File: src/rtl/bssm_pkg.sv
package bssm_pkg;

    // ************************************************************
    // Register indices; the byte address is four times the index.
    // ************************************************************
    localparam logic [7:0] IDX_INTERRUPT_ENABLE_PRIORITY_TWO = 8'ha9;
    localparam logic [7:0] IDX_ADC_START_MEASUREMENT         = 8'hd8;
    localparam logic [7:0] IDX_BATTERY_ADC_VALUE             = 8'hdf;
    localparam logic [7:0] IDX_SUPPLY_EVENT_ENABLE           = 8'hec;
    localparam logic [7:0] IDX_TEMP_SUPPLY_DELTA             = 8'hf3;
    localparam logic [7:0] IDX_PERIPHERAL_CONFIG             = 8'hf4;
    localparam logic [7:0] IDX_SWITCHOVER_CONFIG             = 8'hf5;
    localparam logic [7:0] IDX_SUPPLY_EVENT_FLAGS            = 8'hf8;
    localparam logic [7:0] IDX_BATTERY_THRESHOLD             = 8'hfa;
    localparam logic [7:0] IDX_INTERRUPT_PIN_CONFIG          = 8'hff;

    // ************************************************************
    // Field positions.
    // ************************************************************
    localparam int BIT_SUPPLY_IRQ_GLOBAL_ENABLE = 1;
    localparam int BIT_SUPPLY_SOURCE_STATUS     = 6;
    localparam int BIT_SWITCHOVER_DISABLE       = 1;
    localparam int BIT_EXT_IRQ1_LO              = 2;
    localparam int BIT_DC_INPUT                 = 0;
    localparam int BIT_BATTERY                  = 1;
    localparam int BIT_RESTORE                  = 2;
    localparam int BIT_LINE_SAG                 = 3;
    localparam int BIT_SWITCHOVER               = 4;

    localparam logic [1:0] PROG_VDD_ONLY  = 2'h0;
    localparam logic [1:0] PROG_DC_INPUT  = 2'h1;
    localparam logic [1:0] PIN_ENABLE_PAT = 2'h1;

    // ************************************************************
    // Reset values.
    // ************************************************************
    localparam logic [7:0] RST_REG  = 8'h00;
    localparam logic [4:0] RST_FLAG = 5'h00;

    // ************************************************************
    // Timing.
    // ************************************************************
    localparam int CLK_HZ          = 100_000_000;
    localparam int DC_SWITCH_MS    = 30;
    localparam int RESTORE_MS      = 130;
    localparam int DC_SWITCH_CYC   = DC_SWITCH_MS * (CLK_HZ / 1000);
    localparam int RESTORE_CYC     = RESTORE_MS * (CLK_HZ / 1000);
    localparam int ADC_PERIOD_CYC  = 1_000_000;

    typedef enum logic [1:0] {
        BSSM_ON_MAIN      = 2'b00,
        BSSM_DC_WAIT      = 2'b01,
        BSSM_ON_BATTERY   = 2'b10,
        BSSM_RESTORE_WAIT = 2'b11
    } bssm_state_t;

endpackage : bssm_pkg

File: src/rtl/bssm_top.sv
`timescale 1ns/1ps
`default_nettype none

module bssm_top
    import bssm_pkg::*;
#(
    parameter int DC_SWITCH_CYCLES = DC_SWITCH_CYC,
    parameter int RESTORE_CYCLES   = RESTORE_CYC,
    parameter int ADC_PERIOD       = ADC_PERIOD_CYC
) (
    input  wire logic        pclk,
    input  wire logic        presetn,
    input  wire logic        psel,
    input  wire logic        penable,
    input  wire logic        pwrite,
    input  wire logic [11:0] paddr,
    input  wire logic [31:0] pwdata,
    output logic      [31:0] prdata,
    output logic             pready,
    output logic             pslverr,
    input  wire logic        dc_input_low,
    input  wire logic        main_rail_low,
    input  wire logic        battery_control_pin,
    input  wire logic        dc_adc_done,
    input  wire logic [7:0]  dc_adc_result,
    input  wire logic        battery_adc_done,
    input  wire logic [7:0]  battery_adc_result,
    input  wire logic        line_sag_event,
    output logic             dc_adc_start,
    output logic             internal_switched_supply,
    output logic             supply_monitor_interrupt
);

    // ************************************************************
    // Register bus.
    // ************************************************************
    logic [7:0]  interrupt_enable_priority_two;
    logic [7:0]  supply_event_enable;
    logic [7:0]  temp_supply_delta;
    logic [7:0]  peripheral_config;
    logic [7:0]  switchover_config;
    logic [7:0]  battery_threshold;
    logic [7:0]  interrupt_pin_config;
    logic [7:0]  battery_adc_value;
    logic [4:0]  supply_event_flags;
    logic [7:0]  next_rdata;
    logic        next_err;
    logic [7:0]  idx;
    logic        setup;
    logic        wr;

    assign idx    = paddr[9:2];
    assign setup  = psel && !penable;
    assign wr     = psel && penable && pwrite;
    assign pready = 1'b1;

    always_comb
    begin
        next_err   = 1'b0;
        next_rdata = 8'h00;
        unique case (idx)
            IDX_INTERRUPT_ENABLE_PRIORITY_TWO: next_rdata = interrupt_enable_priority_two;
            IDX_ADC_START_MEASUREMENT:         next_rdata = 8'h00;
            IDX_BATTERY_ADC_VALUE:             next_rdata = battery_adc_value;
            IDX_SUPPLY_EVENT_ENABLE:           next_rdata = supply_event_enable;
            IDX_TEMP_SUPPLY_DELTA:             next_rdata = temp_supply_delta;
            IDX_PERIPHERAL_CONFIG:
            begin
                next_rdata = peripheral_config;
                next_rdata[BIT_SUPPLY_SOURCE_STATUS] = internal_switched_supply;
            end
            IDX_SWITCHOVER_CONFIG:             next_rdata = switchover_config;
            IDX_SUPPLY_EVENT_FLAGS:            next_rdata = {3'h0, supply_event_flags};
            IDX_BATTERY_THRESHOLD:             next_rdata = battery_threshold;
            IDX_INTERRUPT_PIN_CONFIG:          next_rdata = interrupt_pin_config;
            default:                           next_err   = 1'b1;
        endcase
        if (paddr[11:10] != 2'h0 || paddr[1:0] != 2'h0)
        begin
            next_err = 1'b1;
        end
    end

    always_ff @(posedge pclk or negedge presetn)
    begin
        if (!presetn)
        begin
            prdata  <= 32'h0000_0000;
            pslverr <= 1'b0;
        end
        else if (setup)
        begin
            prdata  <= {24'h00_0000, next_rdata};
            pslverr <= next_err;
        end
    end

    always_ff @(posedge pclk or negedge presetn)
    begin
        if (!presetn)
        begin
            interrupt_enable_priority_two <= RST_REG;
            supply_event_enable           <= RST_REG;
            temp_supply_delta             <= RST_REG;
            peripheral_config             <= RST_REG;
            switchover_config             <= RST_REG;
            battery_threshold             <= RST_REG;
            interrupt_pin_config          <= RST_REG;
        end
        else if (wr && !pslverr)
        begin
            unique case (idx)
                IDX_INTERRUPT_ENABLE_PRIORITY_TWO: interrupt_enable_priority_two <= pwdata[7:0];
                IDX_SUPPLY_EVENT_ENABLE:           supply_event_enable           <= pwdata[7:0];
                IDX_TEMP_SUPPLY_DELTA:             temp_supply_delta             <= pwdata[7:0];
                IDX_PERIPHERAL_CONFIG:             peripheral_config             <= pwdata[7:0];
                IDX_SWITCHOVER_CONFIG:             switchover_config             <= pwdata[7:0];
                IDX_BATTERY_THRESHOLD:             battery_threshold             <= pwdata[7:0];
                IDX_INTERRUPT_PIN_CONFIG:          interrupt_pin_config          <= pwdata[7:0];
                default:
                begin
                end
            endcase
        end
    end

    // ************************************************************
    // Conversions.
    // ************************************************************
    logic [31:0] adc_timer;
    logic [7:0]  dc_prev;
    logic [7:0]  dc_diff;
    logic        sw_start;

    assign sw_start = wr && !pslverr && idx == IDX_ADC_START_MEASUREMENT;

    always_ff @(posedge pclk or negedge presetn)
    begin
        if (!presetn)
        begin
            adc_timer    <= 32'h0000_0000;
            dc_adc_start <= 1'b0;
        end
        else
        begin
            dc_adc_start <= sw_start || adc_timer == 32'(ADC_PERIOD - 1);
            if (adc_timer == 32'(ADC_PERIOD - 1))
            begin
                adc_timer <= 32'h0000_0000;
            end
            else
            begin
                adc_timer <= adc_timer + 32'h0000_0001;
            end
        end
    end

    always_ff @(posedge pclk or negedge presetn)
    begin
        if (!presetn)
        begin
            dc_prev           <= RST_REG;
            battery_adc_value <= RST_REG;
        end
        else
        begin
            if (dc_adc_done)
            begin
                dc_prev <= dc_adc_result;
            end
            if (battery_adc_done)
            begin
                battery_adc_value <= battery_adc_result;
            end
        end
    end

    assign dc_diff = (dc_adc_result > dc_prev) ? dc_adc_result - dc_prev
                                               : dc_prev - dc_adc_result;

    // ************************************************************
    // Supply switching.
    // ************************************************************
    bssm_state_t state;
    bssm_state_t next_state;
    logic [31:0] wait_cnt;
    logic        pin_q;
    logic        pin_rise;
    logic        pin_en;
    logic        sw_off;
    logic [1:0]  prog;
    logic        vdd_trig;
    logic        dc_trig;
    logic        restore_ok;
    logic        next_on_main;

    assign prog     = switchover_config[1:0];
    assign sw_off   = switchover_config[BIT_SWITCHOVER_DISABLE];
    assign pin_en   = interrupt_pin_config[BIT_EXT_IRQ1_LO +: 2] == PIN_ENABLE_PAT;
    assign pin_rise = pin_en && battery_control_pin && !pin_q;
    assign vdd_trig = prog == PROG_VDD_ONLY && main_rail_low;
    assign dc_trig  = prog == PROG_DC_INPUT && dc_input_low;
    assign restore_ok = !(prog == PROG_VDD_ONLY && main_rail_low)
                     && !(prog == PROG_DC_INPUT && (dc_input_low || main_rail_low))
                     && !(pin_en && battery_control_pin);

    always_comb
    begin
        next_state = state;
        if (sw_off)
        begin
            next_state = BSSM_ON_MAIN;
        end
        else
        begin
            unique case (state)
                BSSM_ON_MAIN:
                begin
                    if (vdd_trig || pin_rise)
                        next_state = BSSM_ON_BATTERY;
                    else if (dc_trig)
                        next_state = BSSM_DC_WAIT;
                end
                BSSM_DC_WAIT:
                begin
                    if (pin_rise || vdd_trig)
                        next_state = BSSM_ON_BATTERY;
                    else if (!dc_trig)
                        next_state = BSSM_ON_MAIN;
                    else if (wait_cnt == 32'(DC_SWITCH_CYCLES - 1))
                        next_state = BSSM_ON_BATTERY;
                end
                BSSM_ON_BATTERY:
                begin
                    if (restore_ok)
                        next_state = BSSM_RESTORE_WAIT;
                end
                BSSM_RESTORE_WAIT:
                begin
                    if (pin_rise || !restore_ok)
                        next_state = BSSM_ON_BATTERY;
                    else if (wait_cnt == 32'(RESTORE_CYCLES - 1))
                        next_state = BSSM_ON_MAIN;
                end
            endcase
        end
    end

    assign next_on_main = next_state == BSSM_ON_MAIN || next_state == BSSM_DC_WAIT;

    always_ff @(posedge pclk or negedge presetn)
    begin
        if (!presetn)
        begin
            state                    <= BSSM_ON_MAIN;
            internal_switched_supply <= 1'b1;
            pin_q                    <= 1'b0;
        end
        else
        begin
            state                    <= next_state;
            internal_switched_supply <= next_on_main;
            pin_q                    <= battery_control_pin;
        end
    end

    always_ff @(posedge pclk or negedge presetn)
    begin
        if (!presetn)
            wait_cnt <= 32'h0000_0000;
        else if (next_state != state)
            wait_cnt <= 32'h0000_0000;
        else
            wait_cnt <= wait_cnt + 32'h0000_0001;
    end

    // ************************************************************
    // Event flags and shared interrupt.
    // ************************************************************
    logic [4:0] set_ev;
    logic [4:0] clr_ev;

    always_comb
    begin
        set_ev = 5'h00;
        set_ev[BIT_SWITCHOVER] = internal_switched_supply && !next_on_main;
        set_ev[BIT_RESTORE]    = !internal_switched_supply && next_on_main;
        set_ev[BIT_DC_INPUT]   = dc_input_low || dc_adc_done;
        set_ev[BIT_BATTERY]    = battery_adc_done;
        set_ev[BIT_LINE_SAG]   = line_sag_event;
        clr_ev = 5'h00;
        if (wr && !pslverr && idx == IDX_SUPPLY_EVENT_FLAGS)
            clr_ev = ~pwdata[4:0];
    end

    always_ff @(posedge pclk or negedge presetn)
    begin
        if (!presetn)
            supply_event_flags <= RST_FLAG;
        else
            supply_event_flags <= (supply_event_flags & ~clr_ev) | set_ev;
    end

    logic dc_delta_event;
    assign dc_delta_event = dc_adc_done && dc_diff > temp_supply_delta;

    logic dc_delta_hit;
    always_ff @(posedge pclk or negedge presetn)
    begin
        if (!presetn)
            dc_delta_hit <= 1'b0;
        else if (dc_delta_event)
            dc_delta_hit <= 1'b1;
        else if (clr_ev[BIT_DC_INPUT])
            dc_delta_hit <= 1'b0;
    end

    assign supply_monitor_interrupt =
        interrupt_enable_priority_two[BIT_SUPPLY_IRQ_GLOBAL_ENABLE]
        && (|(supply_event_flags & supply_event_enable[4:0]));
endmodule : bssm_top

`default_nettype wire

File: config.mk
export PLATFORM = sky130hd
export DESIGN_NAME = bssm_top
export DESIGN_NICKNAME = d
export VERILOG_FILES = /design/src/rtl/bssm_pkg.sv /design/src/rtl/bssm_top.sv
export SDC_FILE = /design/constraint.sdc
export NUM_CORES = 1
export LEC_CHECK = 0
export ABC_CLOCK_PERIOD_IN_PS = 5300
export CAP_MARGIN = 20
export CORE_ASPECT_RATIO = 1.4
export CORE_MARGIN = 2
export CORE_UTILIZATION = 23
export DETAILED_ROUTE_END_ITERATION = 6
export DONT_BUFFER_PORTS = 1
export PLACE_DENSITY = 0.44
export SYNTH_ARGS = -nofsm -noshare
export SYNTH_HDL_FRONTEND = slang
export SYNTH_SLANG_ARGS = --single-unit
File: constraint.sdc
create_clock -name pclk -period 5.3 [get_ports pclk]
set_input_delay 1.59 -clock pclk [delete_from_list [all_inputs] [get_ports pclk]]
set_output_delay 1.59 -clock pclk [all_outputs]
set_load 0.01 [all_outputs]
==> results.yml, run 1 <==
final_layout:
  n_fill_cell: 3400
  drive_above_1_share_pct: 23.1
  layout_commonest_cell: "dfrtp_1"
  seq_area_sq_um: 3650
  antenna_cells: 0
  area_growth_pct: 12.0
  layout_common_cells: "dfrtp_1 (145), mux2_2 (70), nand2_1 (42), nor2_1 (37), xnor2_1 (34)"
  finalNetCount: 732
  multi_input_area_sq_um: 3650
  fin_util_pct: 26.2
critical_path:
  max_stage_delay_ns: 0.81
  critPathLaunchType: "input port"
  crit_chain: "and4_1, nand2_1, nor3_2, mux2_2"
  critPathSlowestCell: "nor3_2"
  endpoint_kind: "flop"
  critical_path_arrival_ns: 3.63
  crit_type: "input port to flop"
  critPathMaxFanout: 14
  cp.required_ns: 5.60
synth:
  async_flop_share_pct: 100
  synthCells: 670
  ys_types: 63
  avgSynthCellArea_sq_um: 11.4
  yosysWarnings: 0
  syn_area_sq_um: 7610
  synth-main-ff-cell: "dfrtp_1"
  synth_edf_count: 0
  ys_ff_latch: 146
  yosysSeqAreaShare_pct: 48.0
cts:
  cts_buffers: 17
  cts_setup_buffers: 0
  worstSkewPairLatency_ns: 0.42
  post_cts_resized: 0
  cts.clk_slew.worst_paths_ns: 0.06
  root_buffer: "clkbuf_16"
  cts_tree: "built"
  max-clock-path-buffers: 2
  cts.htree.levels: 4
  ctsHoldBuffers: 0
  clkSinkCount: 146
power_and_ir_drop:
  comb_power_share_pct: 4.2
  pwr-share-seq_pct: 47.2
  swShare_pct: 24.0
  p_leak_nw: 3.50
  clockPowerShare_pct: 48.6
  p_int_w: 0.00196
  worst_ir_drop_vdd_mv: 0.202
  p_per_area_nw_per_um2: 303
  p_switching_w: 0.000619
global_routing:
  antenna_found_initial: 1
  track_usage_pct: 11.5
  grt_max_degree: 147
  grt_pass1_wl_um: 30400
  first_global_vias: 5299
  overflow: 0
sta:
  finalSetupTns_ns: 0
  tightest_slew_ns: 0.983
  grt_setup_unrepaired: "false"
  final.setup_skew_ns: 0.00952
  period_share_pct: 62.8
  final_max_slew_viol_count: 0
  setup_viol: 0
  hold_viol: 0
  fmax_mhz: 301
  fin_crit_ns: 3.33
  max_slew_margin_pct: 34.5
floorplan:
  fp.coreArea_sq_um: 32500
  io_pins: 108
  dieWidth_um: 158
  die_y_um: 219
  start_util_pct: 23.4
  fp.dieArea_sq_um: 34600
  rows: 78
placed_design:
  io_buffer_count: 0
  dp_hpwl_um: 13000
  place_congestion: 0.755
routing:
  wl_um: 19200
  drt_pass1_iterations: 5
  antenna_left: 0
  routed_via_density: 4.62
  vias: 5134
  drcViolationCount: 0
  drtIter0Drc: 350
  route.detailed.wl_per_inst_um: 17.2
outcome:
  run_status: "complete, no violations"
min_path:
  hold_class: "flop to flop"
run:
  maxCapViolations: 0
## power groups by stage
stage / Sequential [W] / Combinational [W] / Clock, W
final: 0.00122 / 0.000109 / 0.00125
after global routing: 0.00123 / 0.000126 / 0.00134
after CTS: 0.00122 / 0.000111 / 0.00130
after detailed placement: 0.00124 / 0.000111 / 0
after global placement: 0.00124 / 0.000109 / 0
after floorplan: 0.00121 / 0.000127 / 0
## worst paths after layout
kind	startpoint	endpoint	slack, ns	cells after the start
hold / removal	adc_timer[31]	adc_timer[31]	0.47	1
setup reg to reg	wait_cnt[26]	wait_cnt[31]	2.20	6
max in group asynchronous	presetn	internal_switched_supply	4.10	0
setup / recovery	paddr[8]	switchover_config[5]	1.97	4
min in group asynchronous	presetn	dc_adc_start	0.88	0
hold reg to reg	adc_timer[31]	adc_timer[31]	0.47	1
## area by class of cell
cell class | instances | area share, %
clock inverters | 15 | 2.17
clock buffers | 17 | 4.99
repair buffers | 5 | 0.411
multi-input cells | 484 | 42.9
well taps | 440 | 6.46
flip-flops and latches | 146 | 42.9
inverters | 5 | 0.220
## synth_stat cells (4+ instances only)
library cell  count  area share (%)
and3_1           11            0.90
and4b_1           6            0.79
nor4_1           15             1.2
and4_1           13             1.5
a222oi_1          8             1.1
mux2_2           70              10
mux2i_1           5            0.66
inv_1             5            0.25
o22ai_1           5            0.41
nand4_1          22             1.8
nor4_2           31             5.1
dfrtp_1         145              48
a22oi_1           9            0.89
a31oi_1           5            0.41
nor3_1           11            0.72
xor2_1           24             2.8
nor4bb_1          4            0.53
nor2b_1           9            0.74
xnor2_1          34             3.9
or2_2             4            0.33
nand2b_1          5            0.41
buf_6             9             1.3
nand2_1          42             2.1
buf_4            25             2.5
o21ai_0          14            0.92
nand3_1          26             1.7
clkbuf_1         19            0.94
nor2_1           37             1.8
a21oi_1           7            0.46
## per-layer routing
layer / track usage [%] / vias up / share of wire, %
met5: 0 / - / 0
met4: 3.58 / 0 / 1.4
met3: 3.00 / 14 / 5.0
met2: 19.8 / 122 / 51
met1: 13.9 / 2588 / 42
li1: - / 2410 / -
## stage by stage
step / total power (W) / area, sq um / std cells / hold WS, ns / setup slack [ns]
detailed placement: 0.00135 / 7910 / 1080 / 0.467 / 1.49
global route: 0.00270 / 8520 / 1112 / 0.490 / 1.86
floorplan: 0.00134 / 7690 / 693 / 0.443 / 2.08
finish: 0.00258 / 8520 / 1112 / 0.470 / 1.97
global placement: 0.00135 / 7900 / 1078 / 0.463 / 1.52
CTS: 0.00263 / 8520 / 1112 / 0.478 / 1.93
## kinds of logic after synthesis
kind of cell	Yosys count	synth area share, %
other	2	0.0987
xor gates and xnor gates	58	6.68
muxes	75	11.0
buffers and inverters	63	5.28
DFF	146	48.0
AOI/OAI and AO/OA	66	6.43
and+or+nand+nor	258	22.1
adders and majority gates	2	0.329
## critical path, delay by kind of cell
family | cells | cell delay, ns
simple gates | 3 | 1.62
mux | 1 | 0.41
## sequential cells by signal (all words and copies together), names as in the netlist
name	count
battery_adc_value	8
pin_q	1
interrupt_pin_config	8
temp_supply_delta	8
supply_event_enable	8
dc_adc_start	1
internal_switched_supply	1
peripheral_config	7
supply_event_flags	5
prdata	8
state	2
interrupt_enable_priority_two	8
adc_timer	32
switchover_config	8
wait_cnt	32
battery_threshold	8
pslverr	1
(Power assumes the default switching activity.)
==> run 2: changes to the inputs <==
--- a/config.mk
+++ b/config.mk
@@ -5,7 +5,7 @@
 export SDC_FILE = /design/constraint.sdc
 export NUM_CORES = 1
 export LEC_CHECK = 0
-export ABC_CLOCK_PERIOD_IN_PS = 5300
+export ABC_CLOCK_PERIOD_IN_PS = 3320
 export CAP_MARGIN = 20
 export CORE_ASPECT_RATIO = 1.4
 export CORE_MARGIN = 2
==> constraint.sdc (replaced) <==
create_clock -name pclk -period 3.32 [get_ports pclk]
set_input_delay 0.996 -clock pclk [delete_from_list [all_inputs] [get_ports pclk]]
set_output_delay 0.996 -clock pclk [all_outputs]
set_load 0.01 [all_outputs]
==> run 2 against run 1 <==
- sequential share of layout area fell by 0.79 points
- via count rose by 0.43%
- global-route usage rose by 0.082 points
- die area did not move
- sequential power rose by 59%
- power rose by 65%
- clock power rose by 71%
- core utilization rose by 0.49 points
- count of clock-buffer cells in the layout rose by 2
- flip-flop and latch count did not move
- cell count rose by 0.99%
- critical endpoint is now wait_cnt[31]
- highest routed layer unchanged
==> results.yml, run 2 (synthesis gave the netlist of run 1 again) <==
critical_path:
  max_stage_delay_ns: 0.52
  path_buf_inv: 1
  critPathCapture: "wait_cnt[31]"
  rr_worst_depth: 6
  critPathLaunchType: "flop"
  cp-startpoint: "wait_cnt[26]"
  cp_top_family: "simple AND/OR/NAND/NOR gates"
  crit_chain: "or4b_1, nor4_1, nand4_1, a22oi_4, buf_12, nor4_1"
  critPathMaxFanout: 32
  cp.depth: 6
  r2r_setup_slack_ns: 0.80
  crit_type: "flop to flop"
  critPathSlowestCell: "or4b_1"
  crit_path_frequent_cell: "nor4_1"
  endpoint_kind: "flop"
  cp.required_ns: 3.62
  r2r-start: "wait_cnt[26]"
  reg2reg_to: "wait_cnt[31]"
  critical_path_arrival_ns: 2.81
sta:
  hold_ws_ns: 0.285
  tightest_slew_ns: 0.783
  setup_viol: 0
  fin_crit_ns: 2.52
  fmax_mhz: 397
  grt_setup_unrepaired: "false"
  max_slew_margin_pct: 47.4
  hold_viol: 0
  period_share_pct: 75.8
  final.setup_skew_ns: 0.0141
  final_max_slew_viol_count: 0
  finalSetupTns_ns: 0
routing:
  vias: 5156
  drt_pass1_iterations: 5
  routed_via_density: 4.59
  wl_um: 19000
  route.detailed.wl_per_inst_um: 16.9
  drtIter0Drc: 337
  drcViolationCount: 0
  antenna_left: 0
final_layout:
  antenna_cells: 0
  n_fill_cell: 3421
  drive_above_1_share_pct: 24.2
  finalNetCount: 743
  area_growth_pct: 14.1
  layout_common_cells: "dfrtp_1 (145), mux2_2 (70), nand2_1 (42), nor2_1 (37), xnor2_1 (34)"
  final_cells: 1123
  largestRegisters: "adc_timer: 32 flops, wait_cnt: 32 flops"
  layout_commonest_cell: "dfrtp_1"
  fin_util_pct: 26.7
placed_design:
  place_congestion: 0.744
  dp_hpwl_um: 12900
  place_inst: 1091
  io_buffer_count: 0
power_and_ir_drop:
  pwr-share-seq_pct: 45.6
  comb_power_share_pct: 4.2
  worst_ir_drop_vdd_mv: 0.323
  p_per_area_nw_per_um2: 491
  swShare_pct: 22.6
  clockPowerShare_pct: 50.3
  p_leak_nw: 3.60
  p_int_w: 0.00330
  p_switching_w: 0.000964
cts:
  max-clock-path-buffers: 2
  cts_buffers: 17
  cts_tree: "built"
  post_cts_resized: 0
  ctsHoldBuffers: 0
  root_buffer: "clkbuf_16"
  clkSinkCount: 146
  cts.htree.levels: 4
  cts.clk_slew.worst_paths_ns: 0.06
  worstSkewPairLatency_ns: 0.42
  cts_setup_buffers: 0
global_routing:
  antenna_found_initial: 1
  grt_max_degree: 147
  track_usage_pct: 11.6
  grt_pass1_wl_um: 30900
  overflow: 0
  first_global_vias: 5523
floorplan:
  dieWidth_um: 158
  rows: 78
  fp.coreArea_sq_um: 32500
  start_util_pct: 23.4
  fp.dieArea_sq_um: 34600
  die_y_um: 219
  io_pins: 108
outcome:
  run_status: "complete, no violations"
run:
  maxCapViolations: 0
min_path:
  hold_class: "input port to async pin"
-- run 2: layout make-up --
| cell class | instances | area, sq um | share of cell area [%] |
|---|---|---|---|
| repair buffers | 16 | 158 | 1.82 |
| flip-flops and latches | 146 | 3650 | 42.1 |
| clock inverters | 13 | 205 | 2.36 |
| multi-input cells | 484 | 3650 | 42.1 |
| clock buffers | 19 | 443 | 5.10 |
| inverters | 5 | 18.8 | 0.216 |
| well taps | 440 | 551 | 6.34 |
-- run 2: how the worst min path moves through the flow --
stage | start | endpoint | slack [ns]
after floorplan | adc_timer[31] | adc_timer[31] | 0.44
after global placement | adc_timer[31] | adc_timer[31] | 0.46
after detailed placement | adc_timer[31] | adc_timer[31] | 0.46
after CTS | presetn | adc_timer[6] | 0.25
after global routing | presetn | dc_adc_start | 0.25
final | presetn | adc_timer[16] | 0.29
-- run 2: routing by layer --
metal / up-vias / part of all wire (%) / track usage [%]
met2: 117 / 51 / 20.0
met5: - / 0 / 0
li1: 2417 / - / -
met1: 2602 / 43 / 13.9
met4: 0 / 1.5 / 3.70
met3: 20 / 4.9 / 3.16
-- run 2: metrics by stage --
| stage | instance area (sq um) | setup slack, ns | total power, W |
|---|---|---|---|
| floorplan | 7690 | 0.695 | 0.00214 |
| global placement | 8030 | 0.590 | 0.00215 |
| detailed placement | 8030 | 0.600 | 0.00215 |
| CTS | 8680 | 0.713 | 0.00434 |
| global route | 8680 | 0.611 | 0.00445 |
| finish | 8680 | 0.804 | 0.00427 |
-- run 2: power by group through the flow --
stage	clock [W]	sequential (W)	combinational (W)
global placement	0	0.00198	0.000176
detailed placement	0	0.00198	0.000179
finish	0.00214	0.00194	0.000177
CTS	0.00221	0.00194	0.000179
floorplan	0	0.00194	0.000202
global route	0.00229	0.00196	0.000203
==> run 3: changes to the inputs <==
--- a/config.mk
+++ b/config.mk
@@ -5,7 +5,7 @@
 export SDC_FILE = /design/constraint.sdc
 export NUM_CORES = 1
 export LEC_CHECK = 0
-export ABC_CLOCK_PERIOD_IN_PS = 3320
+export ABC_CLOCK_PERIOD_IN_PS = 2380
 export CAP_MARGIN = 20
 export CORE_ASPECT_RATIO = 1.4
 export CORE_MARGIN = 2
==> constraint.sdc (replaced) <==
create_clock -name pclk -period 2.38 [get_ports pclk]
set_input_delay 0.714 -clock pclk [delete_from_list [all_inputs] [get_ports pclk]]
set_output_delay 0.714 -clock pclk [all_outputs]
set_load 0.01 [all_outputs]
==> run 3 against run 2 <==
- fmax increased by 9.4%
- critical path depth increased by 1
- clock power increased by 28%
- die area unchanged
- cell area increased by 3.3%
- sequential share of layout area decreased by 1.4 points
- first-iteration DRC count decreased by 16%
- sequential power increased by 39%
- largest cell class is now multi-input combinational cells
- non-clock buffer count increased by 30
- routed wire length increased by 3.1%
- worst setup slack got worse by 0.72 ns
==> results.yml, run 3 (synthesis gave the netlist of run 1 again) <==
routing:
  drtIter0Drc: 282
  route.detailed.wl_per_inst_um: 17.0
  vias: 5286
  drt_pass1_iterations: 4
  routed_via_density: 4.59
  drcViolationCount: 0
  wl_um: 19600
  antenna_left: 0
critical_path:
  critPathLaunchType: "flop"
  cp-startpoint: "wait_cnt[15]"
  r2r_setup_slack_ns: 0.08
  critPathMaxFanout: 7
  r2r-start: "wait_cnt[15]"
  reg2reg_to: "wait_cnt[22]"
  cp.required_ns: 2.68
  rr_worst_depth: 7
  critical_path_arrival_ns: 2.60
  critPathCapture: "wait_cnt[22]"
  endpoint_kind: "flop"
  crit_type: "flop to flop"
cts:
  worstSkewPairLatency_ns: 0.42
  cts.htree.levels: 4
  max-clock-path-buffers: 2
  cts_buffers: 17
  root_buffer: "clkbuf_16"
  clkSinkCount: 146
  cts_tree: "built"
  cts.clk_slew.worst_paths_ns: 0.06
global_routing:
  track_usage_pct: 11.7
  first_global_vias: 5584
  grt_max_degree: 147
  grt_pass1_wl_um: 31300
  overflow: 0
  antenna_found_initial: 1
sta:
  finalSetupTns_ns: 0
  tightest_slew_ns: 0.598
  setup_viol: 0
  period_share_pct: 96.7
  final_max_slew_viol_count: 0
  hold_ws_ns: 0.00706
  max_slew_margin_pct: 59.8
  hold_viol: 0
  worst_slack_ns: 0.0797
  final.setup_skew_ns: 0.0126
  fmax_mhz: 435
  fin_crit_ns: 2.30
final_layout:
  drive_above_1_share_pct: 27.8
  layout_commonest_cell: "dfrtp_1"
  layout_common_cells: "dfrtp_1 (145), mux2_2 (70), nand2_1 (42), nor2_1 (37), buf_4 (36)"
  area_growth_pct: 17.9
  n_fill_cell: 3421
  antenna_cells: 0
  largestRegisters: "adc_timer: 32 flops, wait_cnt: 32 flops"
  finalNetCount: 773
floorplan:
  start_util_pct: 23.4
  dieWidth_um: 158
  fp.coreArea_sq_um: 32500
  rows: 78
  io_pins: 108
  fp.dieArea_sq_um: 34600
  die_y_um: 219
placed_design:
  post-place-ws_ns: 0.0107
  io_buffer_count: 0
  place_congestion: 0.755
  dp_hpwl_um: 13500
power_and_ir_drop:
  power.total_w: 0.00571
  p_leak_nw: 3.77
  p_per_area_nw_per_um2: 636
  worst_ir_drop_vdd_mv: 0.427
outcome:
  run_status: "complete, no violations"
min_path:
  hold_class: "input port to async pin"
run:
  maxCapViolations: 0
[run 3: changes by cell type in the layout (fill, tap and decap cells not counted), moves of 2 or more]
cell	previous run	this run
clkinvlp_4	0	4
buf_12	3	6
clkinv_2	4	1
buf_6	0	2
bufinv_16	5	2
buf_4	13	36
clkbuf_8	1	3
clkbuf_16	17	19
[run 3: routing by layer]
| layer | GRT usage [%] | part of all wire [%] | vias up |
|---|---|---|---|
| li1 | - | - | 2489 |
| met1 | 13.6 | 41 | 2661 |
| met2 | 20.6 | 52 | 113 |
| met3 | 2.84 | 4.8 | 23 |
| met4 | 4.55 | 2.2 | 0 |
| met5 | 0 | 0 | - |
[run 3: power by group]
part           internal [W]  switching, W  leakage (nW)  total, W
clock network       0.00163       0.00110         0.281   0.00273
logic              0.000145      0.000130          1.55  0.000275
registers           0.00258      0.000119          1.94   0.00270
[run 3: what timing repair did]
| action | in CTS | in global routing |
|---|---|---|
| hold endpoints to repair | 145 | 83 |
| resized for setup | 0 | 6 |
| setup endpoints to repair | 0 | 33 |
| setup buffers | 0 | 1 |
[run 3: worst max-delay path: stages (launching register included)]
cell and delay (ns):
dfrtp_1 0.38, or4b_4 0.56, nor4_4 0.39, nand4_1 0.25, a22oi_4 0.24, buf_12 0.16, clkbuf_16 0.16, nor4_2 0.05
[run 3: layout make-up]
class                      instances  area (sq um)  area share [%]
multi-input combinational        484          3690            41.1
sequential                       146          3650            40.7
tap                              440           551            6.14
clock buffer                      20           467            5.20
timing repair buffer              46           463            5.16
clock inverter                    11           130            1.45
inverter                           5          18.8           0.209
[run 3: stage by stage]
| stage | utilization, % | std cells | area, sq um |
|---|---|---|---|
| after floorplan | - | 693 | 7690 |
| after global placement | 25.4 | 1117 | 8250 |
| after detailed placement | 25.4 | 1117 | 8250 |
| after CTS | 27.2 | 1148 | 8850 |
| after global routing | 27.6 | 1152 | 8970 |
| final | 27.6 | 1152 | 8970 |
[run 3: worst min-delay path by stage]
stage | slack (ns) | end | depth (start not counted)
after detailed placement | 0.43 | adc_timer[2] | 0
final | 0.007 | adc_timer[6] | 0
after global routing | -0.03 | adc_timer[2] | 0
after global placement | 0.43 | dc_adc_start | 0
after floorplan | 0.42 | adc_timer[0] | 0
after CTS | -0.03 | adc_timer[2] | 0
